--- config.mk ---
export PLATFORM = sky130hd
export DESIGN_NAME = asmc_host
export DESIGN_NICKNAME = d
export VERILOG_FILES = /design/src/hdl/asmc_pkg.sv /design/src/hdl/asmc_cnt_if.sv /design/src/hdl/asmc_host.sv /design/src/hdl/asmc_timer.sv
export VERILOG_INCLUDE_DIRS = /design/src /design/src/hdl
export SDC_FILE = /design/constraint.sdc
export NUM_CORES = 1
export LEC_CHECK = 0
export BUFFER_PORTS_ARGS = -buffer_cell sky130_fd_sc_hd__buf_2
export CORE_UTILIZATION = 30
export DETAILED_ROUTE_END_ITERATION = 7
export HOLD_SLACK_MARGIN = 0.05
export PLACE_DENSITY = 0.57
export SYNTH_ARGS = -nofsm -noshare
export SYNTH_HDL_FRONTEND = slang
export SYNTH_SLANG_ARGS = --single-unit
--- constraint.sdc ---
create_clock -name clock_i -period 3.4 [get_ports clock_i]
set_input_delay 0.17 -clock clock_i [delete_from_list [all_inputs] [get_ports clock_i]]
set_output_delay 0.17 -clock clock_i [all_outputs]
set_load 0.02 [all_outputs]
--- src/hdl/asmc_params.svh ---
/*
  timing and width constants for the static memory host controller.
  assumes a 10 mhz system clock; every pin phase is counted in cycles.
*/
`ifndef ASMC_PARAMS_SVH
`define ASMC_PARAMS_SVH
// ==========================================================
// widths
`define ASMC_ADDR_W      20
`define ASMC_DATA_W      4
// ==========================================================
// times in ns and the clock period in ns
`define ASMC_CLK_NS      100
`define ASMC_T_RC_NS     12
`define ASMC_T_PWE_NS    7
`define ASMC_T_HZOE_NS   6
// cycles, least times rounded up, at least one cycle
`define ASMC_CYC(ns)     ((((ns) + `ASMC_CLK_NS - 1) / `ASMC_CLK_NS) < 1 ? 1 : \
                          (((ns) + `ASMC_CLK_NS - 1) / `ASMC_CLK_NS))
`define ASMC_RD_CYC      `ASMC_CYC(`ASMC_T_RC_NS)
`define ASMC_WR_CYC      `ASMC_CYC(`ASMC_T_PWE_NS)
`define ASMC_TURN_CYC    `ASMC_CYC(`ASMC_T_HZOE_NS)
`define ASMC_CNT_ZERO    4'h0
`endif

--- src/hdl/asmc_pkg.sv ---
/*
  types for the static memory host controller.
  assumes asmc_params.svh is on the include path.
*/
package asmc_pkg;
  // ==========================================================
  // controller phases
  typedef enum logic [2:0] {
    ASMC_IDLE = 3'b000,  // deselected, bus released
    ASMC_TURN = 3'b001,  // wait for device outputs to float
    ASMC_RD   = 3'b010,  // read access in progress
    ASMC_WR   = 3'b011,  // write strobe low
    ASMC_WEND = 3'b100   // strobe high, data held
  } asmc_state_t;
endpackage

--- src/hdl/asmc_cnt_if.sv ---
/*
  carrier between the controller and its phase timer.
  assumes one clock shared by both ends.
*/
interface asmc_cnt_if;
  logic       load;   // start a new phase
  logic [3:0] len;    // phase length in cycles
  logic       done;   // phase expired, one cycle pulse
  modport ctrl (output load, output len, input done);
  modport tmr  (input load, input len, output done);
endinterface

--- src/hdl/asmc_host.sv ---
/*
  host controller for a 1m x 4 asynchronous static memory.
  assumes the user side is on clock_i and the memory pins leave through
  pads; data pins arrive asynchronous and are synchronised before use.
*/
`include "asmc_params.svh"
module asmc_host
#(
  parameter int ADDR_W = `ASMC_ADDR_W,
  parameter int DATA_W = `ASMC_DATA_W
) (
  // clock and reset
  input  wire logic              clock_i,
  input  wire logic              rst_i,
  // user request port
  input  wire logic              req_i,
  input  wire logic              we_i,
  input  wire logic [ADDR_W-1:0] addr_i,
  input  wire logic [DATA_W-1:0] wdata_i,
  output logic                   busy_o,
  output logic                   rvalid_o,
  output logic [DATA_W-1:0]      rdata_o,
  // memory pins
  output logic                   primary_select_n_o,
  output logic                   secondary_select_o,
  output logic                   out_drive_n_o,
  output logic                   store_strobe_n_o,
  output logic [ADDR_W-1:0]      mem_addr_o,
  input  wire logic [DATA_W-1:0] mem_data_i,
  output logic [DATA_W-1:0]      mem_data_o,
  output logic                   mem_data_oe_o
);
  import asmc_pkg::*;

  // ==========================================================
  // declarations
  asmc_state_t       state_q;     // phase
  logic [DATA_W-1:0] sync1_q;     // first sync stage, read only by sync2
  logic [DATA_W-1:0] sync2_q;     // synchronised data pins
  asmc_cnt_if        cnt ();      // timer carrier
  logic              ld_q;        // timer load pulse
  logic [3:0]        len_q;       // timer length

  asmc_timer u_timer (
    .clock_i (clock_i),
    .rst_i   (rst_i),
    .cnt     (cnt)
  );
  assign cnt.load = ld_q;
  assign cnt.len  = len_q;

  function automatic logic [3:0] cyc4(input int n);
    return n[3:0];
  endfunction

  // ==========================================================
  // data pin synchroniser; the reads are slow enough to allow it
  always_ff @(posedge clock_i or posedge rst_i) begin
    if (rst_i) begin
      sync1_q <= '0;
      sync2_q <= '0;
    end else begin
      sync1_q <= mem_data_i;
      sync2_q <= sync1_q;
    end
  end

  // ==========================================================
  // sequencer, drives every memory pin from a flop
  always_ff @(posedge clock_i or posedge rst_i) begin
    if (rst_i) begin
      state_q            <= ASMC_IDLE;
      primary_select_n_o <= 1'b1;  // standby from reset
      secondary_select_o <= 1'b0;  // second standby term
      out_drive_n_o      <= 1'b1;
      store_strobe_n_o   <= 1'b1;
      mem_addr_o         <= '0;
      mem_data_o         <= '0;
      mem_data_oe_o      <= 1'b0;
      busy_o             <= 1'b0;
      ld_q               <= 1'b0;
      len_q              <= `ASMC_CNT_ZERO;
    end else begin
      ld_q     <= 1'b0;
      case (state_q)
        ASMC_IDLE: begin
          if (req_i) begin
            // address goes out with the select, never after it
            mem_addr_o         <= addr_i;
            primary_select_n_o <= 1'b0;
            secondary_select_o <= 1'b1;
            busy_o             <= 1'b1;
            ld_q               <= 1'b1;
            if (we_i) begin
              // output disable first; device may still be floating out
              out_drive_n_o <= 1'b1;
              mem_data_o    <= wdata_i;
              len_q         <= cyc4(`ASMC_TURN_CYC);
              state_q       <= ASMC_TURN;
            end else begin
              out_drive_n_o    <= 1'b0;
              store_strobe_n_o <= 1'b1;
              len_q            <= cyc4(`ASMC_RD_CYC);
              state_q          <= ASMC_RD;
            end
          end else begin
            busy_o <= 1'b0;
          end
        end
        ASMC_TURN: begin
          if (cnt.done) begin
            // device released, now safe to drive
            mem_data_oe_o    <= 1'b1;
            store_strobe_n_o <= 1'b0;
            ld_q             <= 1'b1;
            len_q            <= cyc4(`ASMC_WR_CYC);
            state_q          <= ASMC_WR;
          end
        end
        ASMC_WR: begin
          if (cnt.done) begin
            // strobe ends the write; select stays low this cycle
            store_strobe_n_o <= 1'b1;
            state_q          <= ASMC_WEND;
          end
        end
        ASMC_WEND: begin
          // data held one cycle past the ending strobe edge
          mem_data_oe_o      <= 1'b0;
          primary_select_n_o <= 1'b1;
          secondary_select_o <= 1'b0;
          busy_o             <= 1'b0;
          state_q            <= ASMC_IDLE;
        end
        ASMC_RD: begin
          if (cnt.done) begin
            if (req_i && !we_i) begin
              // back to back read: selects held, only address moves
              mem_addr_o <= addr_i;
              ld_q       <= 1'b1;
              len_q      <= cyc4(`ASMC_RD_CYC);
            end else begin
              out_drive_n_o      <= 1'b1;
              primary_select_n_o <= 1'b1;
              secondary_select_o <= 1'b0;
              busy_o             <= 1'b0;
              state_q            <= ASMC_IDLE;
            end
          end
        end
        default: begin
          state_q <= ASMC_IDLE;
        end
      endcase
    end
  end

  // ==========================================================
  // read data capture; sync adds two cycles after the sample point
  logic [1:0] rd_dly_q;  // pipeline matching the synchroniser
  always_ff @(posedge clock_i or posedge rst_i) begin
    if (rst_i) begin
      rd_dly_q <= 2'b00;
      rvalid_o <= 1'b0;
      rdata_o  <= '0;
    end else begin
      rd_dly_q <= {rd_dly_q[0], (state_q == ASMC_RD) && cnt.done};
      rvalid_o <= rd_dly_q[1];
      if (rd_dly_q[1]) begin
        rdata_o <= sync2_q;
      end
    end
  end

  // ==========================================================
  // checks
  strobe_in_read_a: assert property (@(posedge clock_i) disable iff (rst_i)
    (state_q == ASMC_RD) |-> store_strobe_n_o) else $error("strobe low in read");
  no_fight_a: assert property (@(posedge clock_i) disable iff (rst_i)
    mem_data_oe_o |-> out_drive_n_o) else $error("bus fight");
  write_overlap_a: assert property (@(posedge clock_i) disable iff (rst_i)
    !store_strobe_n_o |-> !primary_select_n_o && secondary_select_o)
    else $error("strobe outside select");
  data_hold_a: assert property (@(posedge clock_i) disable iff (rst_i)
    $rose(store_strobe_n_o) |-> mem_data_oe_o && $stable(mem_data_o))
    else $error("data not held at write end");
  strobe_first_a: assert property (@(posedge clock_i) disable iff (rst_i)
    $rose(store_strobe_n_o) |-> !primary_select_n_o ##1 primary_select_n_o)
    else $error("write end order");
  addr_before_sel_a: assert property (@(posedge clock_i) disable iff (rst_i)
    $fell(primary_select_n_o) |=> $stable(mem_addr_o))
    else $error("address moved after select");
  idle_standby_a: assert property (@(posedge clock_i) disable iff (rst_i)
    (state_q == ASMC_IDLE) && !busy_o |-> primary_select_n_o && !secondary_select_o)
    else $error("idle not standby");
  read_valid_a: assert property (@(posedge clock_i) disable iff (rst_i)
    (state_q == ASMC_RD) && cnt.done |-> ##3 rvalid_o)
    else $error("read result late");
  select_rise_a: assert property (@(posedge clock_i) disable iff (rst_i)
    $rose(primary_select_n_o) |-> $past(store_strobe_n_o))
    else $error("select rose with strobe");
  float_unless_read_a: assert property (@(posedge clock_i) disable iff (rst_i)
    (state_q != ASMC_RD) |-> out_drive_n_o)
    else $error("output enabled outside read");
endmodule // asmc_host

--- src/hdl/asmc_timer.sv ---
/*
  phase timer: counts a loaded length down and pulses done at zero.
  assumes load is a one-cycle pulse from the controller.
*/
module asmc_timer (
  // clock and reset
  input  wire logic clock_i,
  input  wire logic rst_i,
  // phase control
  asmc_cnt_if.tmr   cnt
);
  `include "asmc_params.svh"
  logic [3:0] count_q;  // remaining cycles
  logic       run_q;    // counting
  logic       done_q;   // expiry pulse
  // ==========================================================
  // countdown
  always_ff @(posedge clock_i or posedge rst_i) begin
    if (rst_i) begin
      count_q <= `ASMC_CNT_ZERO;
      run_q   <= 1'b0;
      done_q  <= 1'b0;
    end else begin
      done_q <= 1'b0;
      if (cnt.load) begin  // restart always wins
        count_q <= cnt.len - 4'h1;
        run_q   <= 1'b1;
      end else if (run_q) begin
        if (count_q == `ASMC_CNT_ZERO) begin
          run_q  <= 1'b0;
          done_q <= 1'b1;
        end else begin
          count_q <= count_q - 4'h1;
        end
      end
    end
  end
  assign cnt.done = done_q;
endmodule // asmc_timer

### Word-level counts from Yosys, hierarchy flattened

Index checks and enable logic that the tools add are counted.

| cells by class | value |
|---|---|
| $add $sub $neg | 2 |
| equality and inequality tests | 12 |
| mux-type cells | 48 |
| reduce and logical (&&, ||, !) cells | 21 |

Operator list:

| kind | count |
|---|---|
| $mux W20 | 3 |
| $pmux W20 S2 | 1 |
| $mux W4 | 7 |
| $mux W1 | 22 |
| $mux W3 | 5 |
| $pmux W1 S3 | 5 |
| $reduce_and A5 Y1 | 3 |
| $pmux W3 S4 | 1 |
| $pmux W4 S3 | 1 |
| $reduce_and A4 Y1 | 3 |
| $ne A2 B2 Y1 const B | 5 |
| $reduce_bool A3 Y1 | 3 |
| $sub A4 B1 Y4 const B | 2 |
| $eq A3 B2 Y1 const B | 2 |
| $ne A2 B1 Y1 const B | 3 |
| $reduce_and A3 Y1 | 2 |
| $reduce_bool A2 Y1 | 3 |
| $logic_not A4 Y1 | 1 |
| $pmux W1 S2 | 2 |
| $reduce_and A2 Y1 | 2 |
| $eq A3 B1 Y1 const B | 1 |
| $eq A3 B3 Y1 const B | 1 |
| $logic_not A3 Y1 | 1 |
| $logic_and A1 B1 Y1 | 2 |
| other kinds (2) | 2 |

| storage, ports and cells | value |
|---|---|
| bits in registers | 59 |
| input port bits | 32 |
| output and inout port bits | 35 |
| logic and storage cells | 102 |

### Depth between registers and ports, before layout

Gate-level depths: netlist of run 1.

| logic depth | value |
|---|---|
| depth after elaboration | 5 |
| gate-level depth with buffers | 6 |
| depth with buffers taken out | 5 |

### Modules after synthesis

A second synthesis of run 1 with hierarchy kept.

| unflattened totals | value |
|---|---|
| cell total of the unflattened synthesis | 154 |
| area, all modules | 2219.6 µm² |

Modules (own cells, without submodules):

| module | times used | cells an instance | area an instance (µm²) | sequential area each (µm²) |
|---|---|---|---|---|
| asmc_host | 1 | 126 | 1884.3 | 1255.0 |
| asmc_timer | 1 | 28 | 335.3 | 150.1 |

### Worst setup path before layout of run 1

OpenSTA, ideal clock, no wires.

| timing path | value |
|---|---|
| kind | reg2reg |
| from | register state_q[1] |
| to | register mem_data_o[0] |
| setup time | 0.125 ns |
| arrival | 1.260 ns |
| data required time | 3.275 ns |
| slack | 2.015 ns |
| stages on the path, launching flop included | 5 |
| buffers on the path | 1 |
| period minus slack after synthesis | 1.385 ns |
| path through | dfrtp_1 > buf_2 > nand3b_1 > nor3_4 > mux2_2 |

| on the way | value |
|---|---|
| longest elaborated chain between the ends | 2 |

Ends and longest elaborated chain:

| item | line | RTL |
|---|---|---|
| start, declared | asmc_host.sv:37 | `asmc_state_t state_q;` |
| start signal, assigned | asmc_host.sv:72 | `state_q <= ASMC_IDLE;` |
| start signal, assigned | asmc_host.sv:99 | `state_q <= ASMC_TURN;` |
| start signal, assigned | asmc_host.sv:104 | `state_q <= ASMC_RD;` |
| $logic_not A3 Y1 | asmc_host.sv:85 | `case (state_q)` |
| $reduce_and A3 Y1 (no source line) | n/a |  |
| end signal, assigned | asmc_host.sv:97 | `mem_data_o <= wdata_i;` |
| end, declared | asmc_host.sv:30 | `output logic [DATA_W-1:0] mem_data_o,` |

No other way between the ends.
A chain may end at the register's enable or synchronous reset.

### Worst setup path in the final report of run 1

| timing path | value |
|---|---|
| from | register state_q[0] |
| to | register mem_addr_o[10] |

| on the way | value |
|---|---|
| longest elaborated chain between the ends | 3 |
| elaborated cells on any way between the ends | 8 |
| those cells by class | eq/ne (4); mux (1); reduce/logical (3) |

Ends and longest elaborated chain:

| item | line | RTL |
|---|---|---|
| $eq A3 B2 Y1 / $logic_not A3 Y1 (equally long branches) | asmc_host.sv:85 |  |
| $ne A2 B2 Y1 (no source line) (tied with other cells) | n/a |  |
| $reduce_and A4 Y1 (no source line) | n/a |  |
| end signal, assigned | asmc_host.sv:89 | `mem_addr_o <= addr_i;` |
| end signal, assigned | asmc_host.sv:139 | `mem_addr_o <= addr_i;` |
| end, declared | asmc_host.sv:28 | `output logic [ADDR_W-1:0] mem_addr_o,` |

Several ways; a longest one is shown, not always the timed one.

==> results.yml, run 1 <==
routing:
  ant_nets: 0
  drt_wl_total_um: 3885
  drc: 0
  drt_iter0_markers: 68
  drt_pass1_iterations: 4
  dr_total_vias: 1405
  vias_per_cell: 4.297
  wl_per_cell_um: 11.88
pwr:
  switching_share: 0.3716
  p_int_mw: 1.572
  power_switching_uw: 929.4
  p_leak_nw: 1.347
  pwr-share-seq: 0.444
  p_per_area_nw_per_um2: 883.3
  peakVddDrop_mv: 0.3981
  combinationalPowerShare: 0.407
  clkPwrFrac: 0.149
  total_power_mw: 2.501
logic_synthesis:
  ys_seq_area_frac: 0.6177
  yosysWarnings: 0
  synth_top_flop_cell: "dfrtp_1"
  syn_nets: 188
  netlist.area_leader.share: 0.5831
  synth.most_common_cell: "dfrtp_1"
  syn_inst: 155
  async_flop_share: 1.000
  synth-edff-count: 0
  synth_area_um2: 2275
  synth_area_per_cell_um2: 14.68
  yosys-top-cells-count: "dfrtp_1 (53), mux2_4 (20), mux2_2 (8), inv_1 (7), nand2_1 (7)"
  ys_ff_latch: 56
  yosysTopAreaCell: "dfrtp_1"
  synth_area_leaders: "dfrtp_1 (58%), mux2_4 (13%), mux2_2 (4.0%)"
  ys_types: 40
cells_and_area:
  multi_input_comb_area_um2: 792.0
  final_net_count: 260
  nFillCells: 752
  layout-drive-gt1-share: 0.4868
  regArea_um2: 1405
  postLayoutCoreUtil: 0.3883
  antenna-diode-count: 0
  areaGrowthSynthToFinish_pct: 24.48
  final_area_um2: 2831
setup_path:
  critPathMaxFanout: 20
  critical_path_class: "flop to flop"
  required_ps: 3590
  worstSetupStartpointType: "flop"
  crit_arrival_ps: 1910
  cp-end-kind: "flop"
clock_tree:
  clockBufferDepth: 2
  post_cts_buffers: 0
  clk_pin_slew_ps: 100
  cts_sinks: 56
  insertion_delay_ps: 300
  cts-root-buf: "clkbuf_8"
  cts_tree: "done"
  h-tree-depth: 2
  numCtsBuffers: 5
  ctsResizeCount: 0
  cts_hold_buffers: 5
die:
  core.rowCount: 31
  die_area_um2: 7934
  die_h_um: 89.08
  core_area_um2: 7292
  start_util: 0.3119
  die_w_um: 89.08
  pin_count: 67
placement:
  gp_congestion: 0.7987
  placed_cell_area_um2: 2685
  io_buffers: 66
  dpl.hpwl_um: 2865
sta:
  rsz0062_at_grt: "no"
  final_max_slew_viol_count: 0
  clock_skew_ps: 8.234
  max_freq_mhz: 582.4
  final-hold-violation-count: 0
  slew-limit-headroom: 0.5135
  fin_crit_sh: 0.5050
  worstMarginPinSlew_ps: 728.6
  whs_ps: 90.06
  fin_crit_ps: 1717
  finalSetupTns_ps: 0
  setup_viol: 0
grt:
  first_global_vias: 1262
  grt_first_pass_wirelength_um: 6147
  grt_overflow_total: 0
  antenna_found_initial: 0
  grt_usage: 0.1038
  grt_max_degree: 37
status:
  outcome: "complete, no violations"
min_path:
  hp-class: "primary input to flop"
flow_run:
  max_cap_viol_count: 0
critical path: stages, from the launching register on:
cell and delay (ps):
dfrtp_1 550, nor2_2 240, o211a_4 460, mux2_4 340
area by class of cell:
class | count | area share
clock buffer | 5 | 0.02430
tap | 99 | 0.04375
sequential | 56 | 0.4962
multi-input combinational | 85 | 0.2797
timing repair buffer | 72 | 0.1370
clock inverter | 3 | 0.009722
inverter | 7 | 0.009280
worst paths after layout:
kind                                  start        endpoint  slack, ps  depth (start not counted)
min in group asynchronous             rst_i   mem_addr_o[9]        530                          3
worst min register to register  rd_dly_q[0]     rd_dly_q[1]        360                          0
worst max-delay path             state_q[0]  mem_addr_o[10]       1680                          3
worst max register to register   state_q[0]  mem_addr_o[10]       1680                          3
max in group asynchronous             rst_i   mem_addr_o[5]       2130                          4
worst min-delay path              addr_i[5]   mem_addr_o[5]         90                          2
metrics by stage:
stage / setup WS [ps] / std cells
2_1_floorplan: 1864 / 155
3_3_place_gp: 1713 / 314
3_5_place_dp: 1682 / 314
4_1_cts: 1669 / 327
5_1_grt: 1566 / 327
6_report: 1683 / 327
cell usage in the layout (no fill, tap or decap), types with 4 or more instances in the layout:
cell,count
a21oi_1,5
nand2b_1,4
mux2_4,20
nand2_1,7
inv_1,6
mux2_2,8
clkbuf_8,5
buf_2,66
dlygate4sd3_1,5
dfrtp_1,53
layer usage:
layer,part of all wire,track usage,vias to the layer above
met5,0,0,-
met4,0.0054,0.03896,0
met3,0.055,0.03047,2
met2,0.45,0.1503,36
met1,0.48,0.1471,674
li1,-,-,693
power groups by stage:
stage	registers (mW)	logic, mW	clock network, mW
floorplan	1.30	0.566	0
global placement	1.13	1.01	0
detailed placement	1.12	1.03	0
CTS	1.12	1.03	0.397
global route	1.15	1.10	0.422
finish	1.11	1.02	0.373
state kept, by name, indices dropped and copies added (netlist names), 2 cells and up:
| signal | count |
|---|---|
| mem_addr_o | 20 |
| mem_data_o | 4 |
| rd_dly_q | 2 |
| rdata_o | 4 |
| state_q | 3 |
| sync1_q | 4 |
| sync2_q | 4 |
| u_timer.count_q | 4 |
kinds of logic (layout without fill, tap and decap cells):
| kind of cell | Yosys count | in the layout | share of synthesized area |
|---|---|---|---|
| and+or+nand+nor | 30 | 30 | 0.08635 |
| AOI/OAI and AO/OA | 25 | 25 | 0.08031 |
| adders and majority gates | 1 | 1 | 0.005500 |
| muxes | 29 | 29 | 0.1760 |
| buffers and inverters | 14 | 87 | 0.03411 |
| DFF | 56 | 56 | 0.6177 |
Power figures use the tool's default switching activity.
==> run 2: changes to the inputs <==
PLACE_DENSITY = 0.59   (was 0.57)
clock period = 1.4 ns   (was 3.4 ns; I/O delays follow)
==> run 2 against run 1 <==
Effect of this change: critical endpoint is now u_timer.count_q[1]; non-clock buffer count rose by 37; design area increased by 14%; register-to-register slack lost 1700 ps; global-route usage up 1.2 points; power increased to 2.6 times the previous value; critical path type unchanged; clock skew up 1.5 ps; routed wire length is 12% higher; utilization grew 5.5 points; maximum frequency is 25% higher; clock power rose by 140%; count of clock-buffer cells in the layout unchanged.
==> results.yml, run 2 (synthesized netlist as in run 1, its figures left out) <==
min_path:
  hp-start: "req_i"
  min_path_cells: 3
  hp-class: "primary input to flop"
  min_to: "out_drive_n_o"
setup_path:
  r2r-end: "u_timer.count_q[1]"
  crit_family: "compound AO/OA/AOI/OAI gates"
  critPathLaunch: "u_timer.count_q[0]"
  critical_path_class: "flop to flop"
  required_ps: 1640
  r2r-start: "u_timer.count_q[0]"
  worstPathCellList: "o41a_1 > or2_1 > a21oi_2"
  worst-path-buf-inv: 0
  rrSetupSlack_ps: 30
  cp-end-kind: "flop"
  worstSetupStartpointType: "flop"
  crit_arrival_ps: 1610
  critPathMaxStageDelay_ps: 470
  cp_slowest_cell: "o41a_1"
  critPathMaxFanout: 4
  ff2ff_path_depth: 3
grt:
  first_global_vias: 1503
  grtUsageMet2: 0.1937
  grt_overflow_total: 0
  top_usage_layer: "met2"
  grt_max_degree: 57
  met1_usage: 0.1451
  grt_use_met3: 0.03324
  grt_first_pass_wirelength_um: 6927
  grt_usage: 0.1154
  antenna_found_initial: 0
clock_tree:
  cts-root-buf: "clkbuf_8"
  cts_tree: "done"
  clk_pin_slew_ps: 110
  h-tree-depth: 2
  cts_sinks: 56
  clockBufferDepth: 2
  insertion_delay_ps: 310
  numCtsBuffers: 5
routing:
  dr_total_vias: 1562
  drt_pass1_iterations: 4
  drt_wl_total_um: 4365
  drt_iter0_markers: 54
  vias_per_cell: 4.291
  ant_nets: 0
  drc: 0
  wl_per_cell_um: 11.99
cells_and_area:
  mostFrequentLayoutCell: "buf_2"
  largest_reg_flops: 20
  final_cell_mix: "buf_2 (66), dfrtp_1 (52), dlygate4sd3_1 (29)"
  areaGrowthSynthToFinish_pct: 41.97
  postLayoutCoreUtil: 0.4429
  largest-register: "mem_addr_o"
  final_net_count: 297
  final_cells: 364
  antenna-diode-count: 0
  layout-drive-gt1-share: 0.4868
die:
  die_w_um: 89.08
  core.rowCount: 31
  core_area_um2: 7292
  start_util: 0.3119
  die_h_um: 89.08
  pin_count: 67
  die_area_um2: 7934
sta:
  fin_crit_sh: 0.9785
  max_freq_mhz: 730.0
  clock_skew_ps: 9.779
  whs_ps: 102.6
  final-hold-violation-count: 0
  setup_viol: 0
  fin_crit_ps: 1370
  worstMarginPinSlew_ps: 284.9
  final_max_slew_viol_count: 0
  slew-limit-headroom: 0.8077
  rsz0062_at_grt: "yes"
pwr:
  p_per_area_nw_per_um2: 2002
  peakVddDrop_mv: 0.9633
  p_leak_nw: 1.521
flow_run:
  max_cap_viol_count: 0
placement:
  dpl.cell_count: 325
  io_buffers: 66
  gp_congestion: 0.7977
  dpl.hpwl_um: 2840
status:
  outcome: "complete, no violations"
==> run 2: report_power, final <==
part / switching [mW] / internal [mW] / leakage (nW) / total [mW]
clock: 0.540 / 0.366 / 0.0452 / 0.906
combinational: 1.44 / 1.51 / 0.808 / 2.95
sequential: 0.374 / 2.24 / 0.668 / 2.61
==> run 2: area by class of cell <==
class	count	area (µm²)
Clock inverter	3	25.02
Sequential cell	56	1406
Timing Repair Buffer	109	763.2
Fill cell	700	4063
Clock buffer	5	68.82
Multi-Input combinational cell	85	812.0
Inverter	7	30.03
Tap cell	99	123.9
==> run 2: worst max-delay path by stage <==
stage / to / slack, ps / cells past startpoint
floorplan: mem_data_o[0] / 10 / 4
global placement: mem_data_o[3] / 50 / 3
detailed placement: mem_data_o[3] / 30 / 3
CTS: secondary_select_o / 8 / 4
global route: mem_data_o[2] / -40 / 3
finish: u_timer.count_q[1] / 30 / 3
==> run 2: worst min-delay path, stage by stage <==
cell	delay (ps)
buf_2	140
o2bb2ai_1	130
a21oi_1	60
==> run 2: timing repair <==
item / 4_1_cts / 5_1_grt
hold buffers: 29 / 0
buffers inserted: 0 / 2
setup endpoints to repair: 0 / 20
gates resized for setup: 0 / 6
endpoints found under the hold margin: 81 / 0
==> run 2: stage by stage <==
stage | power (mW) | setup slack (ps) | setup TNS, ps | instance area [µm²]
CTS | 6.440 | 7.799 | 0 | 3193
global route | 6.938 | -40.25 | -144.7 | 3229
global placement | 5.409 | 48.01 | 0 | 2809
detailed placement | 5.439 | 30.53 | 0 | 2809
finish | 6.465 | 30.12 | 0 | 3229
floorplan | 4.537 | 14.73 | 0 | 2278
==> run 2: metal layers <==
metal	vias up	wire, µm
li1	760	-
met1	758	1999
met2	40	2117
met3	4	206
met4	0	42
met5	-	0
==> run 3: changes to the inputs <==
CORE_MARGIN = 2   (was not set)
SLEW_MARGIN = 20   (was not set)
clock period = 1.19 ns   (was 1.4 ns; I/O delays follow)
==> run 3 against run 2 <==
Effect of this change: the flow now finishes with violations (negative setup slack); die area is 4.5% higher; largest cell class unchanged; clock power up 34%; global-route usage up 1.4 points; setup slack got worse by 210 ps; utilization rose by 2.8 points; sequential share of layout area decreased by 2.6 points; register-to-register slack got worse by 210 ps.
==> results.yml, run 3 (synthesized netlist as in run 1, its figures left out) <==
status:
  outcome: "complete, but fails checks"
  violations: "negative setup slack"
pwr:
  p_leak_nw: 1.613
  p_int_mw: 5.255
  combinationalPowerShare: 0.479
  p_per_area_nw_per_um2: 2401
  peakVddDrop_mv: 1.308
  power_switching_mw: 2.981
  switching_share: 0.3620
  pwr-share-seq: 0.373
  clkPwrFrac: 0.147
die:
  core_area_um2: 7292
  die_w_um: 91.08
  pin_count: 67
  die_h_um: 91.08
  core.rowCount: 31
  start_util: 0.3119
  die_area_um2: 8295
placement:
  io_buffers: 66
  dpl.cell_count: 330
  gp_congestion: 0.7752
  dpl.hpwl_um: 3100
  place_ws_ps: -231.5
cells_and_area:
  postLayoutCoreUtil: 0.4705
  largest_reg_flops: 20
  areaGrowthSynthToFinish_pct: 50.83
  final_net_count: 308
  layout-drive-gt1-share: 0.5362
  antenna-diode-count: 0
  largest-register: "mem_addr_o"
  final_cell_mix: "buf_2 (66), dfrtp_1 (53), dlygate4sd3_1 (29)"
  mostFrequentLayoutCell: "buf_2"
  final_cells: 375
setup_path:
  crit_arrival_ps: 1560
  critical_path_class: "flop to flop"
  critPathMaxFanout: 5
  crit_family: "flip-flops"
  worstSetupStartpointType: "flop"
  required_ps: 1380
  critPathMaxStageDelay_ps: 430
  critPathLaunch: "state_q[2]"
  worstPathCellList: "nor2_4 > o211a_4 > mux2_4"
  ff2ff_path_depth: 3
  cp_slowest_cell: "dfrtp_1"
  r2r-end: "mem_addr_o[6]"
  rrSetupSlack_ps: -180
  r2r-start: "state_q[2]"
  worst-path-buf-inv: 0
  cp-end-kind: "flop"
clock_tree:
  clockBufferDepth: 2
  numCtsBuffers: 5
  cts-root-buf: "clkbuf_8"
  clk_pin_slew_ps: 90
  h-tree-depth: 2
  cts_tree: "done"
  cts_sinks: 56
  insertion_delay_ps: 300
grt:
  grt_usage: 0.1290
  grt_max_degree: 21
  first_global_vias: 1766
  grt_overflow_total: 0
  antenna_found_initial: 0
  grt_first_pass_wirelength_um: 8680
min_path:
  min_path_cells: 3
  hp-start: "req_i"
  hp-class: "primary input to flop"
  min_to: "out_drive_n_o"
sta:
  fin_crit_ps: 1374
  max_freq_mhz: 728.0
  finalSetupTns_ps: -4706
  finalWorstSetupSlack_ps: -183.5
  clock_skew_ps: 6.018
  slew-limit-headroom: 0.6827
  final-hold-violation-count: 0
  worstMarginPinSlew_ps: 475.0
  fin_crit_sh: 1.154
  rsz0062_at_grt: "yes"
  setup_viol: 35
  final_max_slew_viol_count: 0
routing:
  dr_total_vias: 1684
  wl_per_cell_um: 13.73
  drc: 0
  drt_pass1_iterations: 4
  ant_nets: 0
  drt_iter0_markers: 79
  vias_per_cell: 4.491
  drt_wl_total_um: 5150
flow_run:
  max_cap_viol_count: 0
==> run 3: how the worst max path moves through the flow <==
stage	end	slack (ps)	cells past startpoint
floorplan	mem_data_o[0]	-190	4
global placement	mem_addr_o[11]	-220	3
detailed placement	mem_addr_o[3]	-230	3
CTS	mem_addr_o[5]	-160	3
global route	mem_data_o[2]	-230	3
finish	mem_addr_o[6]	-180	3
==> run 3: power by group through the flow <==
stage / registers (mW) / logic [mW] / clock network [mW]
after floorplan: 3.72 / 1.63 / 0
after global placement: 3.07 / 3.34 / 0
after detailed placement: 3.05 / 3.40 / 0
after CTS: 3.05 / 3.75 / 1.25
after global routing: 3.17 / 4.24 / 1.35
final: 3.08 / 3.95 / 1.21
==> run 3: metrics by stage <==
stage / area [µm²] / hold slack [ps] / total power, mW
floorplan: 2282 / 90.93 / 5.352
global placement: 2834 / 108.6 / 6.404
detailed placement: 2834 / 111.9 / 6.449
CTS: 3349 / 154.6 / 8.051
global route: 3431 / 162.8 / 8.755
finish: 3431 / 174.8 / 8.237
==> run 3: final cells by class <==
cell class                      instances  area, µm²
Clock buffer                            6      72.57
Inverter                                7      30.03
Fill cell                             675       3861
Tap cell                               99      123.9
Clock inverter                          2      35.03
Sequential cell                        56       1405
Timing Repair Buffer                  117      840.8
Multi-Input combinational cell         88      923.4
==> run 3: worst min-delay path, cell delays in order <==
cell and delay (ps):
buf_2 190, o2bb2ai_1 150, a21oi_1 70
==> run 3: repair_timing <==
item	in CTS	in global routing
hold endpoints to repair	45	0
gates cloned	3	1
endpoints found under the setup margin	35	38
resized for setup	18	14
buffers inserted	2	2
hold buffers	29	0
pin swaps	11	5
==> run 3: layer usage <==
metal  vias up  wire length [µm]  track usage
met5         -                 0            0
met4         0                 7      0.01894
met3         2               225      0.03485
met2        44              2630       0.2148
met1       841              2287       0.1725
li1        797                 -            -
